## src/rtl/arpc_defines.vh

```
`ifndef ARPC_DEFINES_VH
`define ARPC_DEFINES_VH
// ==========================================
// Command codes presented by the serial decoder
`define ARPC_CMD_W 3
`define ARPC_CMD_NONE 3'h0
`define ARPC_CMD_RESET 3'h1
`define ARPC_CMD_STANDBY 3'h2
`define ARPC_CMD_WAKEUP 3'h3
`define ARPC_CMD_SYNC 3'h4
`define ARPC_CMD_SELF_CALIBRATE_CMD 3'h5
// ==========================================
// Control register fields and defaults
`define ARPC_CTRL_CLK_LSB 0
`define ARPC_CTRL_CLK_MSB 1
`define ARPC_CTRL_RESET 8'h20
`define ARPC_RATE_RESET 8'hF0
`define ARPC_AUTO_CALIBRATION_ENABLE_RESET 1'b0
// ==========================================
// Timing: divide ratios, period and bit counts, and delays in master clock periods
`define ARPC_MOD_DIV 4
`define ARPC_DECIM 64
`define ARPC_PWDN_RESULT_READY_N_PERIODS 20
`define ARPC_PWDN_EXIT_CLKS 8192
`define ARPC_WAKE_EXTRA_CLKS 256
`define ARPC_CAL_CLKS 16'h0100
`define ARPC_SCLK_RESET_BITS 8
`endif

```

## src/rtl/arpc_counter.v

```verilog
`timescale 1ns/10ps
// ==========================================
// Load-and-count-down timer
module arpc_counter (
  input wire sys_clk_in,
  input wire reset_in,
  input wire load_in,
  input wire [31:0] value_in,
  input wire step_in,
  output reg [31:0] count_out,
  output wire zero_out
);
  assign zero_out = (count_out == 32'h0);
  always @(posedge sys_clk_in) begin
    if (reset_in) begin
      count_out <= 32'h0;
    end else if (load_in) begin
      count_out <= value_in;
    end else if (step_in && !zero_out) begin
      count_out <= count_out - 32'h1;
    end
  end
endmodule

```

## src/rtl/arpc_control.v

```verilog
`timescale 1ns/10ps
`include "arpc_defines.vh"
// How it works
// - At power-up registers load defaults, then self-calibration runs unprompted.
// - Reset pin, reset command and serial-clock pattern all cause one reset.
// - Reset command acts after all eight bits shift in, then self-releases.
// - Clock-pattern reset needs chip select low; acts on final edge, self-releases.
// - Resets restore defaults, but clock-out select only on reset pin.
// - Any reset ends continuous read-data mode.
// - Every reset is followed by self-calibration, ignoring the auto-cal bit.
// - Standby stops analog and most digital; wakeup resumes conversions.
// - After standby exit, result_ready_n stays high until valid data.
// - Clock output keeps running in standby when selected.
// - Pin low for 20 ready periods enters power-down, clock output stopped.
// - Pin high ends power-down; conversions wait 8192 master clocks.
// - While pin is low the serial interface is blocked.
// - Pin rising edge abandons conversion, restarts filter, starts new one.
// - Sync command halts; wakeup syncs on clock after its first serial clock.
// - result_ready_n goes high at pin fall and stays high through restart.
// - After any synchronisation result_ready_n stays high until valid result.
// - result_ready_n falls after settling time for the selected rate.
// - Single-shot from standby adds 256 master clocks before ready.
// - First flagged result after synchronisation is fully settled.
// - Modulator rate is master clock over 4; slow rates reject mains.
// - Output rate is decimation 64 then averager set by num_average_in.
module arpc_control (
  input wire sys_clk_in,
  input wire reset_in,
  input wire reset_pin_n_in,
  input wire sync_powerdown_n_in,
  input wire chip_select_n_in,
  input wire sclk_in,
  input wire sclk_first_in,
  input wire [`ARPC_CMD_W-1:0] command_in,
  input wire command_valid_in,
  input wire read_continuous_start_in,
  input wire reg_write_in,
  input wire [7:0] ctrl_write_in,
  input wire [7:0] rate_write_in,
  input wire auto_calibration_enable_write_in,
  input wire [15:0] num_average_in,
  input wire [3:0] settle_periods_in,
  input wire result_read_in,
  output reg result_ready_n_out,
  output reg [7:0] adc_control_reg_out,
  output reg [7:0] rate_select_reg_out,
  output reg auto_calibration_enable_out,
  output reg read_continuous_out,
  output reg analog_enable_out,
  output reg modulator_tick_out,
  output reg filter_restart_out,
  output reg calibrating_out,
  output reg gpio0_clock_out,
  output wire serial_enable_out,
  output reg in_standby_out,
  output reg in_powerdown_out
);
  // ==========================================
  // States
  localparam ST_CAL = 3'd0;
  localparam ST_RUN = 3'd1;
  localparam ST_STANDBY = 3'd2;
  localparam ST_HALT = 3'd3;
  localparam ST_SYNC_LOW = 3'd4;
  localparam ST_POWERDOWN = 3'd5;
  localparam ST_PD_EXIT = 3'd6;
  localparam ST_WAKE_DELAY = 3'd7;
  localparam [7:0] CTRL_DEFAULT = `ARPC_CTRL_RESET;
  reg [2:0] state;
  reg [2:0] next_state;
  reg [1:0] mod_div;
  reg [7:0] decim_cnt;
  reg [15:0] avg_cnt;
  reg [3:0] settle_cnt;
  reg [4:0] low_periods;
  reg [23:0] low_clks;
  reg [2:0] clkout_div;
  reg sync_pin_q;
  reg sclk_q;
  reg [3:0] pattern_cnt;
  reg power_seen;
  reg timer_load;
  reg [31:0] timer_value;
  wire timer_zero;
  wire pin_reset;
  wire cmd_reset;
  wire pattern_reset;
  wire any_reset;
  wire converting;
  wire period_done;
  // ==========================================
  // Reset sources
  assign pin_reset = !reset_pin_n_in;
  // Decoder flags the command only after its eighth bit
  assign cmd_reset = command_valid_in && (command_in == `ARPC_CMD_RESET);
  assign pattern_reset = !chip_select_n_in && sclk_q && !sclk_in &&
    (pattern_cnt == `ARPC_SCLK_RESET_BITS - 1);
  assign any_reset = reset_in || pin_reset || cmd_reset || pattern_reset;
  assign serial_enable_out = sync_powerdown_n_in;
  assign converting = (state == ST_RUN);
  // ==========================================
  // Modulator tick, master clock over four
  always @(posedge sys_clk_in) begin
    if (reset_in) begin
      mod_div <= 2'h0;
      modulator_tick_out <= 1'b0;
    end else begin
      mod_div <= mod_div + 2'h1;
      modulator_tick_out <= (mod_div == 2'h3);
    end
  end
  // ==========================================
  // Simplified pattern detector: counts serial clock falling edges under chip select
  always @(posedge sys_clk_in) begin
    if (reset_in) begin
      sclk_q <= 1'b0;
      pattern_cnt <= 4'h0;
    end else begin
      sclk_q <= sclk_in;
      if (chip_select_n_in || pattern_reset) begin
        pattern_cnt <= 4'h0;
      end else if (sclk_q && !sclk_in) begin
        pattern_cnt <= pattern_cnt + 4'h1;
      end
    end
  end
  // ==========================================
  // Settling timer
  arpc_counter u_timer (
    .sys_clk_in(sys_clk_in),
    .reset_in(reset_in),
    .load_in(timer_load),
    .value_in(timer_value),
    .step_in(1'b1),
    .count_out(),
    .zero_out(timer_zero)
  );
  // One output period: decimation 64 by modulator ticks, then averager
  assign period_done = converting && modulator_tick_out &&
    (decim_cnt == `ARPC_DECIM - 1) && (avg_cnt + 16'h1 >= num_average_in);
  // ==========================================
  // Next state
  always @* begin
    next_state = state;
    timer_load = 1'b0;
    timer_value = 32'h0;
    case (state)
      ST_CAL: begin
        if (timer_zero) begin
          next_state = ST_RUN;
        end
      end
      ST_RUN, ST_HALT, ST_STANDBY: begin
        if (command_valid_in && command_in == `ARPC_CMD_STANDBY) begin
          next_state = ST_STANDBY;
        end else if (command_valid_in && command_in == `ARPC_CMD_SYNC) begin
          next_state = ST_HALT;
        end else if (command_valid_in && command_in == `ARPC_CMD_SELF_CALIBRATE_CMD) begin
          next_state = ST_CAL;
          timer_load = 1'b1;
          timer_value = {16'h0, `ARPC_CAL_CLKS};
        end else if (state == ST_STANDBY && sclk_first_in) begin
          next_state = ST_WAKE_DELAY;
          timer_load = 1'b1;
          timer_value = `ARPC_WAKE_EXTRA_CLKS;
        end else if (state == ST_HALT && sclk_first_in) begin
          next_state = ST_RUN;
        end
      end
      ST_WAKE_DELAY: begin
        if (timer_zero) begin
          next_state = ST_RUN;
        end
      end
      ST_SYNC_LOW: begin
        if (sync_powerdown_n_in) begin
          next_state = ST_RUN;
        end else if (low_periods == `ARPC_PWDN_RESULT_READY_N_PERIODS) begin
          next_state = ST_POWERDOWN;
        end
      end
      ST_POWERDOWN: begin
        if (sync_powerdown_n_in) begin
          next_state = ST_PD_EXIT;
          timer_load = 1'b1;
          timer_value = `ARPC_PWDN_EXIT_CLKS;
        end
      end
      ST_PD_EXIT: begin
        if (timer_zero) begin
          next_state = ST_RUN;
        end
      end
      default: begin
        next_state = ST_RUN;
      end
    endcase
    // Pin fall overrides command activity, except while powered down or calibrating
    if (!sync_powerdown_n_in && state != ST_SYNC_LOW && state != ST_POWERDOWN &&
        state != ST_CAL) begin
      next_state = ST_SYNC_LOW;
      timer_load = 1'b0;
    end
    if (any_reset || !power_seen) begin
      next_state = ST_CAL;
      timer_load = 1'b1;
      timer_value = {16'h0, `ARPC_CAL_CLKS};
    end
  end
  // ==========================================
  // State and registers
  always @(posedge sys_clk_in) begin
    if (reset_in) begin
      state <= ST_CAL;
      power_seen <= 1'b0;
      sync_pin_q <= 1'b1;
      adc_control_reg_out <= `ARPC_CTRL_RESET;
      rate_select_reg_out <= `ARPC_RATE_RESET;
      auto_calibration_enable_out <= `ARPC_AUTO_CALIBRATION_ENABLE_RESET;
      read_continuous_out <= 1'b0;
    end else begin
      state <= next_state;
      power_seen <= 1'b1;
      sync_pin_q <= sync_powerdown_n_in;
      if (any_reset) begin
        adc_control_reg_out[7:2] <= CTRL_DEFAULT[7:2];
        if (pin_reset) begin
          adc_control_reg_out[1:0] <= CTRL_DEFAULT[1:0];
        end
        rate_select_reg_out <= `ARPC_RATE_RESET;
        auto_calibration_enable_out <= `ARPC_AUTO_CALIBRATION_ENABLE_RESET;
        read_continuous_out <= 1'b0;
      end else begin
        if (reg_write_in && sync_powerdown_n_in) begin
          adc_control_reg_out <= ctrl_write_in;
          rate_select_reg_out <= rate_write_in;
          auto_calibration_enable_out <= auto_calibration_enable_write_in;
        end
        if (read_continuous_start_in && sync_powerdown_n_in) begin
          read_continuous_out <= 1'b1;
        end
      end
    end
  end
  // ==========================================
  // Conversion period counters and ready output
  always @(posedge sys_clk_in) begin
    if (reset_in || !converting) begin
      decim_cnt <= 8'h0;
      avg_cnt <= 16'h0;
      settle_cnt <= 4'h0;
      result_ready_n_out <= 1'b1;
    end else begin
      if (modulator_tick_out) begin
        decim_cnt <= (decim_cnt == `ARPC_DECIM - 1) ? 8'h0 : decim_cnt + 8'h1;
        if (decim_cnt == `ARPC_DECIM - 1) begin
          avg_cnt <= period_done ? 16'h0 : avg_cnt + 16'h1;
        end
      end
      if (result_read_in) begin
        result_ready_n_out <= 1'b1;
      end
      // Set below wins over a read in the same cycle, so no result is lost
      if (period_done) begin
        // Hold off until filter history is full, so first flag is settled
        if (settle_cnt + 4'h1 >= settle_periods_in) begin
          result_ready_n_out <= 1'b0;
        end else begin
          settle_cnt <= settle_cnt + 4'h1;
        end
      end
    end
  end
  // ==========================================
  // Power-down entry: ready periods counted while the pin is low
  // Filter counters are held here, so count master clocks instead
  // One nominal period is 256 master clocks per average
  always @(posedge sys_clk_in) begin
    if (reset_in || state != ST_SYNC_LOW) begin
      low_periods <= 5'h0;
      low_clks <= 24'h0;
    end else if (low_clks + 24'h1 >= {num_average_in, 8'h00}) begin
      low_clks <= 24'h0;
      if (low_periods != `ARPC_PWDN_RESULT_READY_N_PERIODS) begin
        low_periods <= low_periods + 5'h1;
      end
    end else begin
      low_clks <= low_clks + 24'h1;
    end
  end
  // ==========================================
  // Status outputs: analog enable, filter restart and state flags
  always @(posedge sys_clk_in) begin
    if (reset_in) begin
      analog_enable_out <= 1'b0;
      filter_restart_out <= 1'b0;
      calibrating_out <= 1'b0;
      in_standby_out <= 1'b0;
      in_powerdown_out <= 1'b0;
    end else begin
      analog_enable_out <= (next_state == ST_RUN) || (next_state == ST_CAL) ||
        (next_state == ST_WAKE_DELAY);
      // Pin rising edge; the held value resets high so reset gives no false edge
      filter_restart_out <= sync_powerdown_n_in && !sync_pin_q;
      calibrating_out <= (next_state == ST_CAL);
      in_standby_out <= (next_state == ST_STANDBY);
      in_powerdown_out <= (next_state == ST_POWERDOWN);
    end
  end
  // ==========================================
  // Clock output divider
  // Runs on in standby on purpose; only power-down and select zero stop it
  always @(posedge sys_clk_in) begin
    if (reset_in) begin
      clkout_div <= 3'h0;
      gpio0_clock_out <= 1'b0;
    end else begin
      clkout_div <= clkout_div + 3'h1;
      if (state == ST_POWERDOWN) begin
        gpio0_clock_out <= 1'b0;
      end else begin
        // Select: 0 off, else master clock over 2, 4 or 8
        case (adc_control_reg_out[1:0])
          2'h1: gpio0_clock_out <= clkout_div[0];
          2'h2: gpio0_clock_out <= clkout_div[1];
          2'h3: gpio0_clock_out <= clkout_div[2];
          default: gpio0_clock_out <= 1'b0;
        endcase
      end
    end
  end
endmodule

```

## config.mk

```make
export PLATFORM = sky130hd
export DESIGN_NAME = arpc_control
export DESIGN_NICKNAME = d
export VERILOG_FILES = /design/src/rtl/arpc_counter.v /design/src/rtl/arpc_control.v
export VERILOG_INCLUDE_DIRS = /design/src /design/src/rtl
export SDC_FILE = /design/constraint.sdc
export NUM_CORES = 1
export LEC_CHECK = 0
export BUFFER_PORTS_ARGS = -buffer_cell sky130_fd_sc_hd__buf_4
export CELL_PAD_IN_SITES_DETAIL_PLACEMENT = 0
export CELL_PAD_IN_SITES_GLOBAL_PLACEMENT = 1
export CORE_MARGIN = 2
export CORE_UTILIZATION = 25
export DETAILED_ROUTE_END_ITERATION = 6
export MAX_ROUTING_LAYER = met4
export PLACE_DENSITY_LB_ADDON = 0.1
export REMOVE_ABC_BUFFERS = 1
export SETUP_SLACK_MARGIN = 0.3
export SLEW_MARGIN = 20
export SYNTH_ARGS = -nofsm -noshare
export SYNTH_HDL_FRONTEND = slang
export SYNTH_HIERARCHICAL = 1
export SYNTH_SLANG_ARGS = --single-unit
```

## constraint.sdc

```tcl
create_clock -name sys_clk_in -period 5.7 [get_ports sys_clk_in]
set_clock_uncertainty 0.2 [all_clocks]
set_input_delay 0.855 -clock sys_clk_in [delete_from_list [all_inputs] [get_ports sys_clk_in]]
set_output_delay 0.855 -clock sys_clk_in [all_outputs]
set_load 0.05 [all_outputs]
```

==> results of run 1 <==
registers in the layout (all words and copies together) (netlist names), 2 cells and up:
register and flops:
adc_control_reg_out 8, avg_cnt 16, clkout_div 3, decim_cnt 8, low_clks 24, low_periods 5
mod_div 2, pattern_cnt 4, rate_select_reg_out 8, settle_cnt 4, state 3, u_timer/count_out 32
routing by layer:
layer | GRT usage (%) | vias up | part of all wire (%)
li1 | - | 3267 | -
met1 | 16.3 | 2780 | 49
met5 | - | - | 0
met4 | 3.05 | 0 | 0.82
met2 | 21.2 | 49 | 48
met3 | 2.78 | 10 | 2.6
path summary, 6_finish.rpt:
| check | from | end |
|---|---|---|
| max | avg_cnt[0]$_SDFFE_PP0P_ | avg_cnt[15]$_SDFFE_PP0P_ |
| max reg2reg | avg_cnt[0]$_SDFFE_PP0P_ | avg_cnt[15]$_SDFFE_PP0P_ |
| min | sync_pin_q$_SDFF_PP1_ | filter_restart_out$_SDFF_PP0_ |
| min reg2reg | sync_pin_q$_SDFF_PP1_ | filter_restart_out$_SDFF_PP0_ |
final cells by class:
cell class	count	area, um2	share of cell area, %
inverter	37	139	1.56
clock inverter	14	154	1.73
timing repair buffer	81	608	6.82
tap	384	480	5.39
multi-input combinational	694	4500	50.4
clock buffer	18	439	4.92
sequential	130	2600	29.2
cells in the mapped netlist (4+ instances only):
library cell / instances / area, um2
dfxtp_1: 130 / 2600
nand2_1: 97 / 364
nor2_1: 96 / 360
ha_1: 46 / 576
a21oi_1: 42 / 210
inv_1: 36 / 135
xnor2_1: 36 / 315
nand3_1: 33 / 165
clkbuf_1: 25 / 93.8
nor2b_1: 24 / 150
xor2_1: 23 / 201
nor3_1: 17 / 85.1
o21ai_0: 16 / 80.1
or3_1: 16 / 100
nand4_1: 15 / 93.8
a311oi_1: 13 / 114
a211oi_1: 11 / 82.6
or4_1: 11 / 82.6
a31oi_1: 10 / 62.6
nand2b_1: 10 / 62.6
o31ai_1: 10 / 75.1
and3_1: 8 / 50.1
a21o_1: 7 / 52.6
a22oi_1: 7 / 52.6
a311oi_2: 6 / 90.1
a32o_1: 6 / 60.1
and4_1: 6 / 52.6
and2_1: 5 / 31.3
nor4_1: 5 / 31.3
o211ai_1: 5 / 37.5
o21ai_1: 5 / 25.0
or2_2: 5 / 31.3
buf_4: 4 / 30.0
nor3b_1: 4 / 30.0
o21bai_1: 4 / 30.0
o22ai_1: 4 / 25.0
o31a_1: 4 / 35.0
or3_4: 4 / 45.0
power breakdown:
group | total, W | leakage [nW] | internal [W] | switching, W
logic | 0.000198 | 2.18 | 0.0000829 | 0.000115
registers | 0.000956 | 1.06 | 0.000933 | 0.0000229
clock network | 0.00111 | 0.284 | 0.000662 | 0.000452
kinds of logic after synthesis:
group / after synthesis / synth area share [%]
buffers and inverters: 70 / 3.98
adders and majority gates: 46 / 7.93
other: 2 / 0.103
AOI/OAI and AO/OA: 177 / 17.7
xor gates and xnor gates: 59 / 7.12
muxes: 3 / 0.414
DFF: 130 / 35.8
and+or+nand+nor: 373 / 26.9
metrics by stage:
| step | instances | setup slack (ns) | power [W] |
|---|---|---|---|
| final | 1358 | 1.57 | 0.00227 |
| after global routing | 1358 | 1.12 | 0.00237 |
| after CTS | 1358 | 1.51 | 0.00231 |
| after detailed placement | 1326 | 1.48 | 0.00118 |
| after global placement | 1326 | 1.50 | 0.00118 |
| after floorplan | 861 | 2.27 | 0.00109 |
==> impl_results.md, run 1 <==
- Post-synthesis sequential area ratio: 35.8%
- GRT Total Usage: between 10% and 20%
- Detailed Route Iter0 Violations: 352
- WHS: ~0.19 ns
- # IOs: between 70 and 80
- Area grow syn2layout: 22.9%
- Die width: 174 um
- Drt first pass iters: 6
- Largest net degree at the start of global routing: 55
- DR vias/cell: 4.50
- Worst path max stage delay: 0.66 ns
- Row Count: 62
- CTS tree: built
- Vias: 6,106
- TritonCTS Buffers: 17
- Clock transition at the registers of the reported paths: 0.06 ns
- Startpoint types: register
- Placer Congestion: 0.692
- RSZ-0062 raised after global routing: false
- Setup Viol. Count Final: 0
- Fin util: 31.2%
- Pwr/cell area: around 250 nW/um2
- Delay-heaviest family, CP: compound AO/OA/AOI/OAI gates
- Resize count post-CTS: 0
- Hold Path Cell Cnt: 1
- Worst reg2reg setup slack: 1.57 ns
- Crit Path Max Fanout: 12
- CP max-delay cell: a31oi_2
- Longest Clk Path Bufs: 2
- Final hold viol count: 0
- Most common library cell in the layout ignoring fill and taps: dfxtp_1
- Post-CTS Hold Buffers: 0
- DP Area: ~8300 um2
- Core area: 28,600 um2
- YS warnings: 6
- Max transition margin: about a third
- # nets final: 1,058
- Worst skew pair latency: 0.42 ns
- Antenna Nets Post-Route: 0
- Clk sinks: 130
- EDFF count, synth: 0
- Hold Crit Class: register to register
- Share of cells above drive strength 1: 14.8%
- IO Port Bufs: just under 80
- Grt ovf: 0
- Maxcap violations: 0
- H-tree levels: 4
- Chip Height: 174 um
- Critical Path RT: 5.84 ns
- Diodes inserted: 0
- Final critical-path required period: around 4.1 ns
- Final period util: between 70% and 80%
- Worst setup EP type: register
- CP cell instances: and3_1 > nand3_1 > nor2_1 > nand3_1 > nor2_1 > xor2_1 > ha_1 > a21oi_1 > o21ai_0 > nor3_1 > o21ai_1 > a31oi_2 > o21ai_0 > a31oi_1
- Setup TNS: 0 ns
- Synth Flop Type: dfxtp_1
- #FFs+latches synth: 130
- First-pass GRT wire length: 30,900 um
- Cell area after synthesis: around 7300 um2
- R2R depth: 14
- Synth Instances: 860
- CTS root buf: clkbuf_16
- Routed WL: 18,400 um
- Initial antenna violation count: 0
- DP Wirelength: 13,600 um
- Most frequent cells in the layout: 130 x dfxtp_1, 97 x nand2_1, 96 x nor2_1, 81 x buf_4, 46 x ha_1
- Drc violations: 0
- Critical path class: register to register
- Fmax: between 200 and 250 MHz
- Logic depth of the worst path, buffers included: 14
- Asr flop ratio synth: 0%
- Fillers: ~3k
- Fin. max-slew vios: 0
- Syn Area/Cell: 8.44 um2
- WP buf/inv: 0
- Yosys cell types: 78
- Drt wl/cell: about 14 um
- Arr. time, crit path: 4.27 ns
- Outcome: complete, no violations
- Worst-Margin Slew: 0.987 ns
- Maximum VDD drop: 0.181 mV
- Vias in the first global route: 6,052
- Setup bufs post-CTS: 0
- Final Cell Area: 8920 um2
- DIE AREA: between 30,000 and 40,000 um2
- Leakage: 3.52 nW
- Initial Util: 25.4%
No activity file was read; power rests on OpenSTA's default activity.
==> run 2, diff against run 1 <==
==> constraint.sdc (replaced) <==
create_clock -name sys_clk_in -period 3.8 [get_ports sys_clk_in]
set_clock_uncertainty 0.2 [all_clocks]
set_input_delay 0.57 -clock sys_clk_in [delete_from_list [all_inputs] [get_ports sys_clk_in]]
set_output_delay 0.57 -clock sys_clk_in [all_outputs]
set_load 0.05 [all_outputs]
==> run 2 against run 1 <==
Net effect:
- clock-buffer cell count increased by 1
- setup slack got worse by 1.1 ns
- combinational power increased by 53%
- first-iteration DRC count decreased by 30%
- critical path depth increased by 2
- power increased by 54%
- register-to-register slack got worse by 1.1 ns
- sequential cell count unchanged
==> impl_results.md, run 2 (same netlist as run 1, synthesis figures left out) <==
- First-pass GRT wire length: 31,200 um
- Register area: 2620 um2
- Antenna Nets Post-Route: 0
- Routed WL: 18,900 um
- Critical Path RT: 3.90 ns
- Max FFs per register: 32
- Most frequent cells in the layout: 124 x dfxtp_1, 103 x buf_4, 97 x nand2_1, 90 x nor2_1, 45 x ha_1
- Worst setup EP type: register
- Most common library cell in the layout ignoring fill and taps: dfxtp_1
- Final period util: 87.7%
- Largest registers: u_timer/count_out (32), low_clks (24), avg_cnt (16)
- Arr. time, crit path: around 3.4 ns
- Startpoint types: register
- Worst-Margin Slew: 0.818 ns
- Area grow syn2layout: 27.1%
- Initial antenna violation count: 0
- Final hold viol count: 0
- Critical path class: register to register
- Grt ovf: 0
- Maxcap violations: 0
- Drc violations: 0
- TritonCTS Buffers: 17
- Final Power: between 0.003 and 0.004 W
- Met3 Usage GRT: 2.62%
- Hold Crit Class: input port to register
- Share of cells above drive strength 1: around a fifth
- Pwr/cell area: 379 nW/um2
- IO Port Bufs: 77
- Largest net degree at the start of global routing: between 50 and 60
- Fin. max-slew vios: 0
- Chip Height: approximately 170 um
- Fin util: 32.2%
- Crit Path Max Fanout: 8
- Die width: 174 um
- Top reg by flops: u_timer/count_out
- Diodes inserted: 0
- Worst skew pair latency: 0.42 ns
- Fillers: 3,088
- DR vias/cell: 4.50
- Row Count: 62
- Detailed Route Iter0 Violations: 248
- # nets final: 1,081
- Max transition margin: 45.2%
- Fmax: 300 MHz
- Gr busiest metal: met2
- Multi-input gate area: 4570 um2
- Longest Clk Path Bufs: 2
- RSZ-0062 raised after global routing: true
- CTS tree: built
- CTS root buf: clkbuf_16
- Core area: 28,600 um2
- Met2 Use GR: between 20% and 30%
- Setup Viol. Count Final: 0
- Final critical-path required period: 3.33 ns
- DP Wirelength: 14,000 um
- Initial Util: between 20% and 30%
- Vias in the first global route: slightly above 6k
- Leakage: approximately 3.7 nW
- Placer Congestion: between 0.7 and 0.8
- Maximum VDD drop: 0.254 mV
- DIE AREA: 30,400 um2
- Vias: 6,217
- H-tree levels: 4
- GRT Total Usage: 13.2%
- Setup TNS: 0 ns
- Grt met1 use: between 10% and 20%
- # IOs: 78
- Outcome: complete, no violations
- Clock transition at the registers of the reported paths: 0.06 ns
- Drt wl/cell: 13.7 um
- Post-CTS Hold Buffers: 0
- Clk sinks: 130
- Drt first pass iters: 4
[run 2: cell count changes in the layout (fill, tap and decap cells not counted), sizes merged]
cell      delta
bufinv       +2
buf         +23
clkinv       +2
clkinvlp     -1
inv          -4
clkbuf       +1
[run 2: stage by stage]
stage	setup slack (ns)	hold WS [ns]	instance area (um2)	cells
4_1_cts	0.312	0.145	9140	1379
2_1_floorplan	0.495	0.167	7240	861
3_3_place_gp	0.163	0.179	8500	1347
3_5_place_dp	0.181	0.181	8500	1347
6_report	0.467	0.165	9230	1381
5_1_grt	0.240	0.165	9230	1381
[run 2: where the power goes]
group / total, W / internal (W) / switching, W
sequential: 0.00143 / 0.00140 / 0.0000346
combinational: 0.000303 / 0.000128 / 0.000175
clock: 0.00176 / 0.00112 / 0.000645
[run 2: area by class of cell]
type	instances	share of cell area, %
Clock buffer	19	4.80
Clock inverter	13	2.01
Inverter	37	1.51
Multi-Input combinational cell	694	49.5
Sequential cell	130	28.3
Tap cell	384	5.21
Timing Repair Buffer	104	8.60
[run 2: final timing paths]
check                    startpoint                                  end  slack [ns]  cells past startpoint
max          low_clks[9]$_SDFF_PP0_          low_periods[0]$_SDFFE_PP0P_        0.47                     16
min                rate_write_in[6]  rate_select_reg_out[6]$_SDFFE_PP1P_        0.16                      3
max reg2reg  low_clks[9]$_SDFF_PP0_          low_periods[0]$_SDFFE_PP0P_        0.47                     16
min reg2reg   sync_pin_q$_SDFF_PP1_        filter_restart_out$_SDFF_PP0_        0.19                      1
[run 2: critical path, cell delays in order (launching register included)]
cell and delay [ns]:
dfxtp_1 0.35, and4_4 0.24, and3_4 0.20, nand4_1 0.14, buf_4 0.19, nor2_1 0.12
xor2_1 0.22, ha_1 0.28, a21o_1 0.18, nand3_1 0.07, a21oi_1 0.09, o31a_1 0.31
nor3_2 0.17, buf_4 0.17, buf_4 0.11, xnor2_1 0.11, nor2_1 0.05
[run 2: repair_timing]
action / in CTS / in global routing
cloned: 0 / 0
setup endpoints to repair: 11 / 26
pin swaps: 0 / 7
gates resized for setup: 5 / 26
setup buffers: 0 / 2
hold endpoints to repair: 0 / 0
[run 2: metal layers]
| layer | part of all wire [%] | vias to the layer above |
|---|---|---|
| li1 | - | 3298 |
| met4 | 0.91 | 0 |
| met1 | 50 | 2856 |
| met5 | 0 | - |
| met2 | 47 | 53 |
| met3 | 2.3 | 10 |
==> run 3, diff against run 2 <==
==> constraint.sdc (replaced) <==
create_clock -name sys_clk_in -period 3.4 [get_ports sys_clk_in]
set_clock_uncertainty 0.2 [all_clocks]
set_input_delay 0.51 -clock sys_clk_in [delete_from_list [all_inputs] [get_ports sys_clk_in]]
set_output_delay 0.51 -clock sys_clk_in [all_outputs]
set_load 0.05 [all_outputs]
==> run 3 against run 2 <==
Net effect:
- non-clock buffer count increased by 68
- sequential power increased by 12%
- critical path depth grew 1
- worst hold slack worse by 0.063 ns
- die area unchanged
- first-iteration DRC count decreased by 18%
- clock power about the same
- global-route usage grew 0.46 points
- largest cell class unchanged
==> impl_results.md, run 3 (same netlist as run 1, synthesis figures left out) <==
- Outcome: complete, no violations
- Logic pwr share: under 10%
- Fin cells: approximately 1.4k
- DR vias/cell: 4.51
- Maxcap violations: 0
- DP Area: 8800 um2
- Clk sinks: 130
- # IOs: ~80
- Chip Height: 174 um
- WHS: 0.101 ns
- Area grow syn2layout: 38.4%
- Die width: 174 um
- Critical Path RT: 3.55 ns
- Longest Clk Path Bufs: 2
- Crit Path Max Fanout: 6
- # nets final: 1,149
- CTS root buf: clkbuf_16
- Fin. max-slew vios: 0
- Core area: 28,600 um2
- Diodes inserted: 0
- Share of cells above drive strength 1: 28.4%
- Pwr/cell area: ~370 nW/um2
- Power Internal: 0.00273 W
- Clock Power Share: 47.4%
- IO Port Bufs: 77
- Final Cell Area: 10,000 um2
- Initial Util: 25.4%
- Most frequent cells in the layout: 155 x buf_4, 120 x dfxtp_1, 95 x nand2_1, 83 x nor2_1, 42 x ha_1
- Largest net degree at the start of global routing: 51
- Clock transition at the registers of the reported paths: 0.06 ns
- CTS tree: built
- Drt wl/cell: 13.8 um
- Row Count: 62
- Placed cell count: about 1.4k
- Fillers: roughly 3.0k
- Largest registers: u_timer/count_out (32), low_clks (24), avg_cnt (16)
- Reg-to-reg startpoint: low_clks[6]$_SDFF_PP0_
- Startpoint types: register
- Worst skew pair latency: ~0.42 ns
- Max FFs per register: 32
- Detailed Route Iter0 Violations: 203
- Reg2reg end: low_periods[2]$_SDFFE_PP0P_
- Initial antenna violation count: 0
- Setup crit end: low_periods[2]$_SDFFE_PP0P_
- Net switching power: 0.000972 W
- Final Power: 0.00370 W
- H-tree levels: 4
- Worst path max stage delay: around 0.39 ns
- Post-CTS Hold Buffers: 0
- Fmax: 313 MHz
- Routed WL: ~20,000 um
- Leakage: 4.08 nW
- TritonCTS Buffers: 17
- Worst setup EP type: register
- R2R depth: 17
- Placer Congestion: 0.733
- Worst Setup SP: low_clks[6]$_SDFF_PP0_
- DIE AREA: 30,400 um2
- PnR worst setup slack: 0.209 ns
- Power share of the sequential group: 43.2%
- Maximum VDD drop: between 0.3 and 0.4 mV
- Antenna Nets Post-Route: 0
- Top reg by flops: u_timer/count_out
- DP Wirelength: between 10,000 and 15,000 um
- Drc violations: 0
- GRT Total Usage: approximately 14%
- Net Sw Frac: a little over a quarter
- Grt ovf: 0
- CP max-delay cell: or4_1
- Worst reg2reg setup slack: 0.21 ns
- Critical path class: register to register
- Max transition margin: 58.3%
- Hold_sp: rate_write_in[6]
- RSZ-0062 raised after global routing: true
- First-pass GRT wire length: 32,700 um
- Final critical-path required period: 3.19 ns
- Arr. time, crit path: 3.34 ns
- Vias: 6,533
- Final period util: 93.9%
- Final hold viol count: 0
- CP cell instances: nand4_1 > buf_4 > nor2_4 > nand3_2 > nor2_1 > buf_4 > nand4_1 > xnor2_1 > ha_1 > nand4_1 > nor2_2 > nand2_1 > nor3_2 > nor3_2 > buf_4 > or4_1 > nand2_1
- Worst slack, placed: -0.00495 ns
- Drt first pass iters: 6
- Most common library cell in the layout ignoring fill and taps: buf_4
- Vias in the first global route: 6,321
- Setup Viol. Count Final: 0
- Hold Crit Class: input port to register
- Worst-Margin Slew: 0.620 ns
[run 3: changes by cell type in the layout (fill, tap and decap cells not counted), moves of 5 or more]
cell,before,now
buf_4,103,155
xnor2_2,0,7
nor2_2,3,11
buf_6,0,15
nand3_1,31,26
xnor2_1,36,28
nor2_1,90,83
[run 3: routing by layer]
layer | vias up | share of wire (%) | GRT usage, % | wire, um
met5 | - | 0 | - | 0
met4 | 0 | 0.53 | 3.57 | 106
li1 | 3453 | - | - | -
met2 | 49 | 49 | 22.2 | 9850
met1 | 3025 | 48 | 17.3 | 9560
met3 | 6 | 2.2 | 2.69 | 442
[run 3: worst min-delay path by stage]
stage / to / slack (ns) / cells past startpoint
floorplan: filter_restart_out$_SDFF_PP0_ / 0.17 / 1
global placement: filter_restart_out$_SDFF_PP0_ / 0.17 / 1
detailed placement: filter_restart_out$_SDFF_PP0_ / 0.19 / 1
CTS: rate_select_reg_out[6]$_SDFFE_PP1P_ / 0.08 / 3
global route: adc_control_reg_out[5]$_SDFFE_PP1P_ / 0.08 / 3
finish: rate_select_reg_out[6]$_SDFFE_PP1P_ / 0.10 / 3
[run 3: power groups by stage]
stage / registers (W) / logic, W / clock network [W]
after floorplan: 0.00165 / 0.000181 / 0
after global placement: 0.00164 / 0.000345 / 0
after detailed placement: 0.00164 / 0.000346 / 0
after CTS: 0.00160 / 0.000350 / 0.00183
after global routing: 0.00161 / 0.000391 / 0.00188
final: 0.00160 / 0.000347 / 0.00176
[run 3: timing repair]
item,in CTS,in global routing
endpoints found under the hold margin,0,0
cloned,0,2
endpoints found under the setup margin,54,54
resized for setup,59,46
setup buffers,22,6
pin swaps,44,50
[run 3: worst max-delay path: cells and delay by family, from the launching register on]
| kind | cells | cell delay (ns) |
|---|---|---|
| adders and majority gates | 1 | 0.31 |
| DFF | 1 | 0.33 |
| and+or+nand+nor | 12 | 1.67 |
| buffers and inverters | 3 | 0.46 |
| xor gates and xnor gates | 1 | 0.16 |
[run 3: layout make-up]
type / instances / area, um2 / area share, %
multi-input cells: 694 / 4880 / 48.6
clock inverters: 13 / 113 / 1.12
inverters: 37 / 139 / 1.38
repair buffers: 172 / 1380 / 13.7
flip-flops and latches: 130 / 2620 / 26.1
well taps: 384 / 480 / 4.78
clock buffers: 18 / 439 / 4.37
[run 3: stage by stage]
step / TNS (ns) / util [%]
finish: 0 / 35.1
detailed placement: -0.00864 / 30.7
global route: 0 / 35.1
floorplan: 0 / -
CTS: 0 / 34.1
global placement: 0 / 30.7
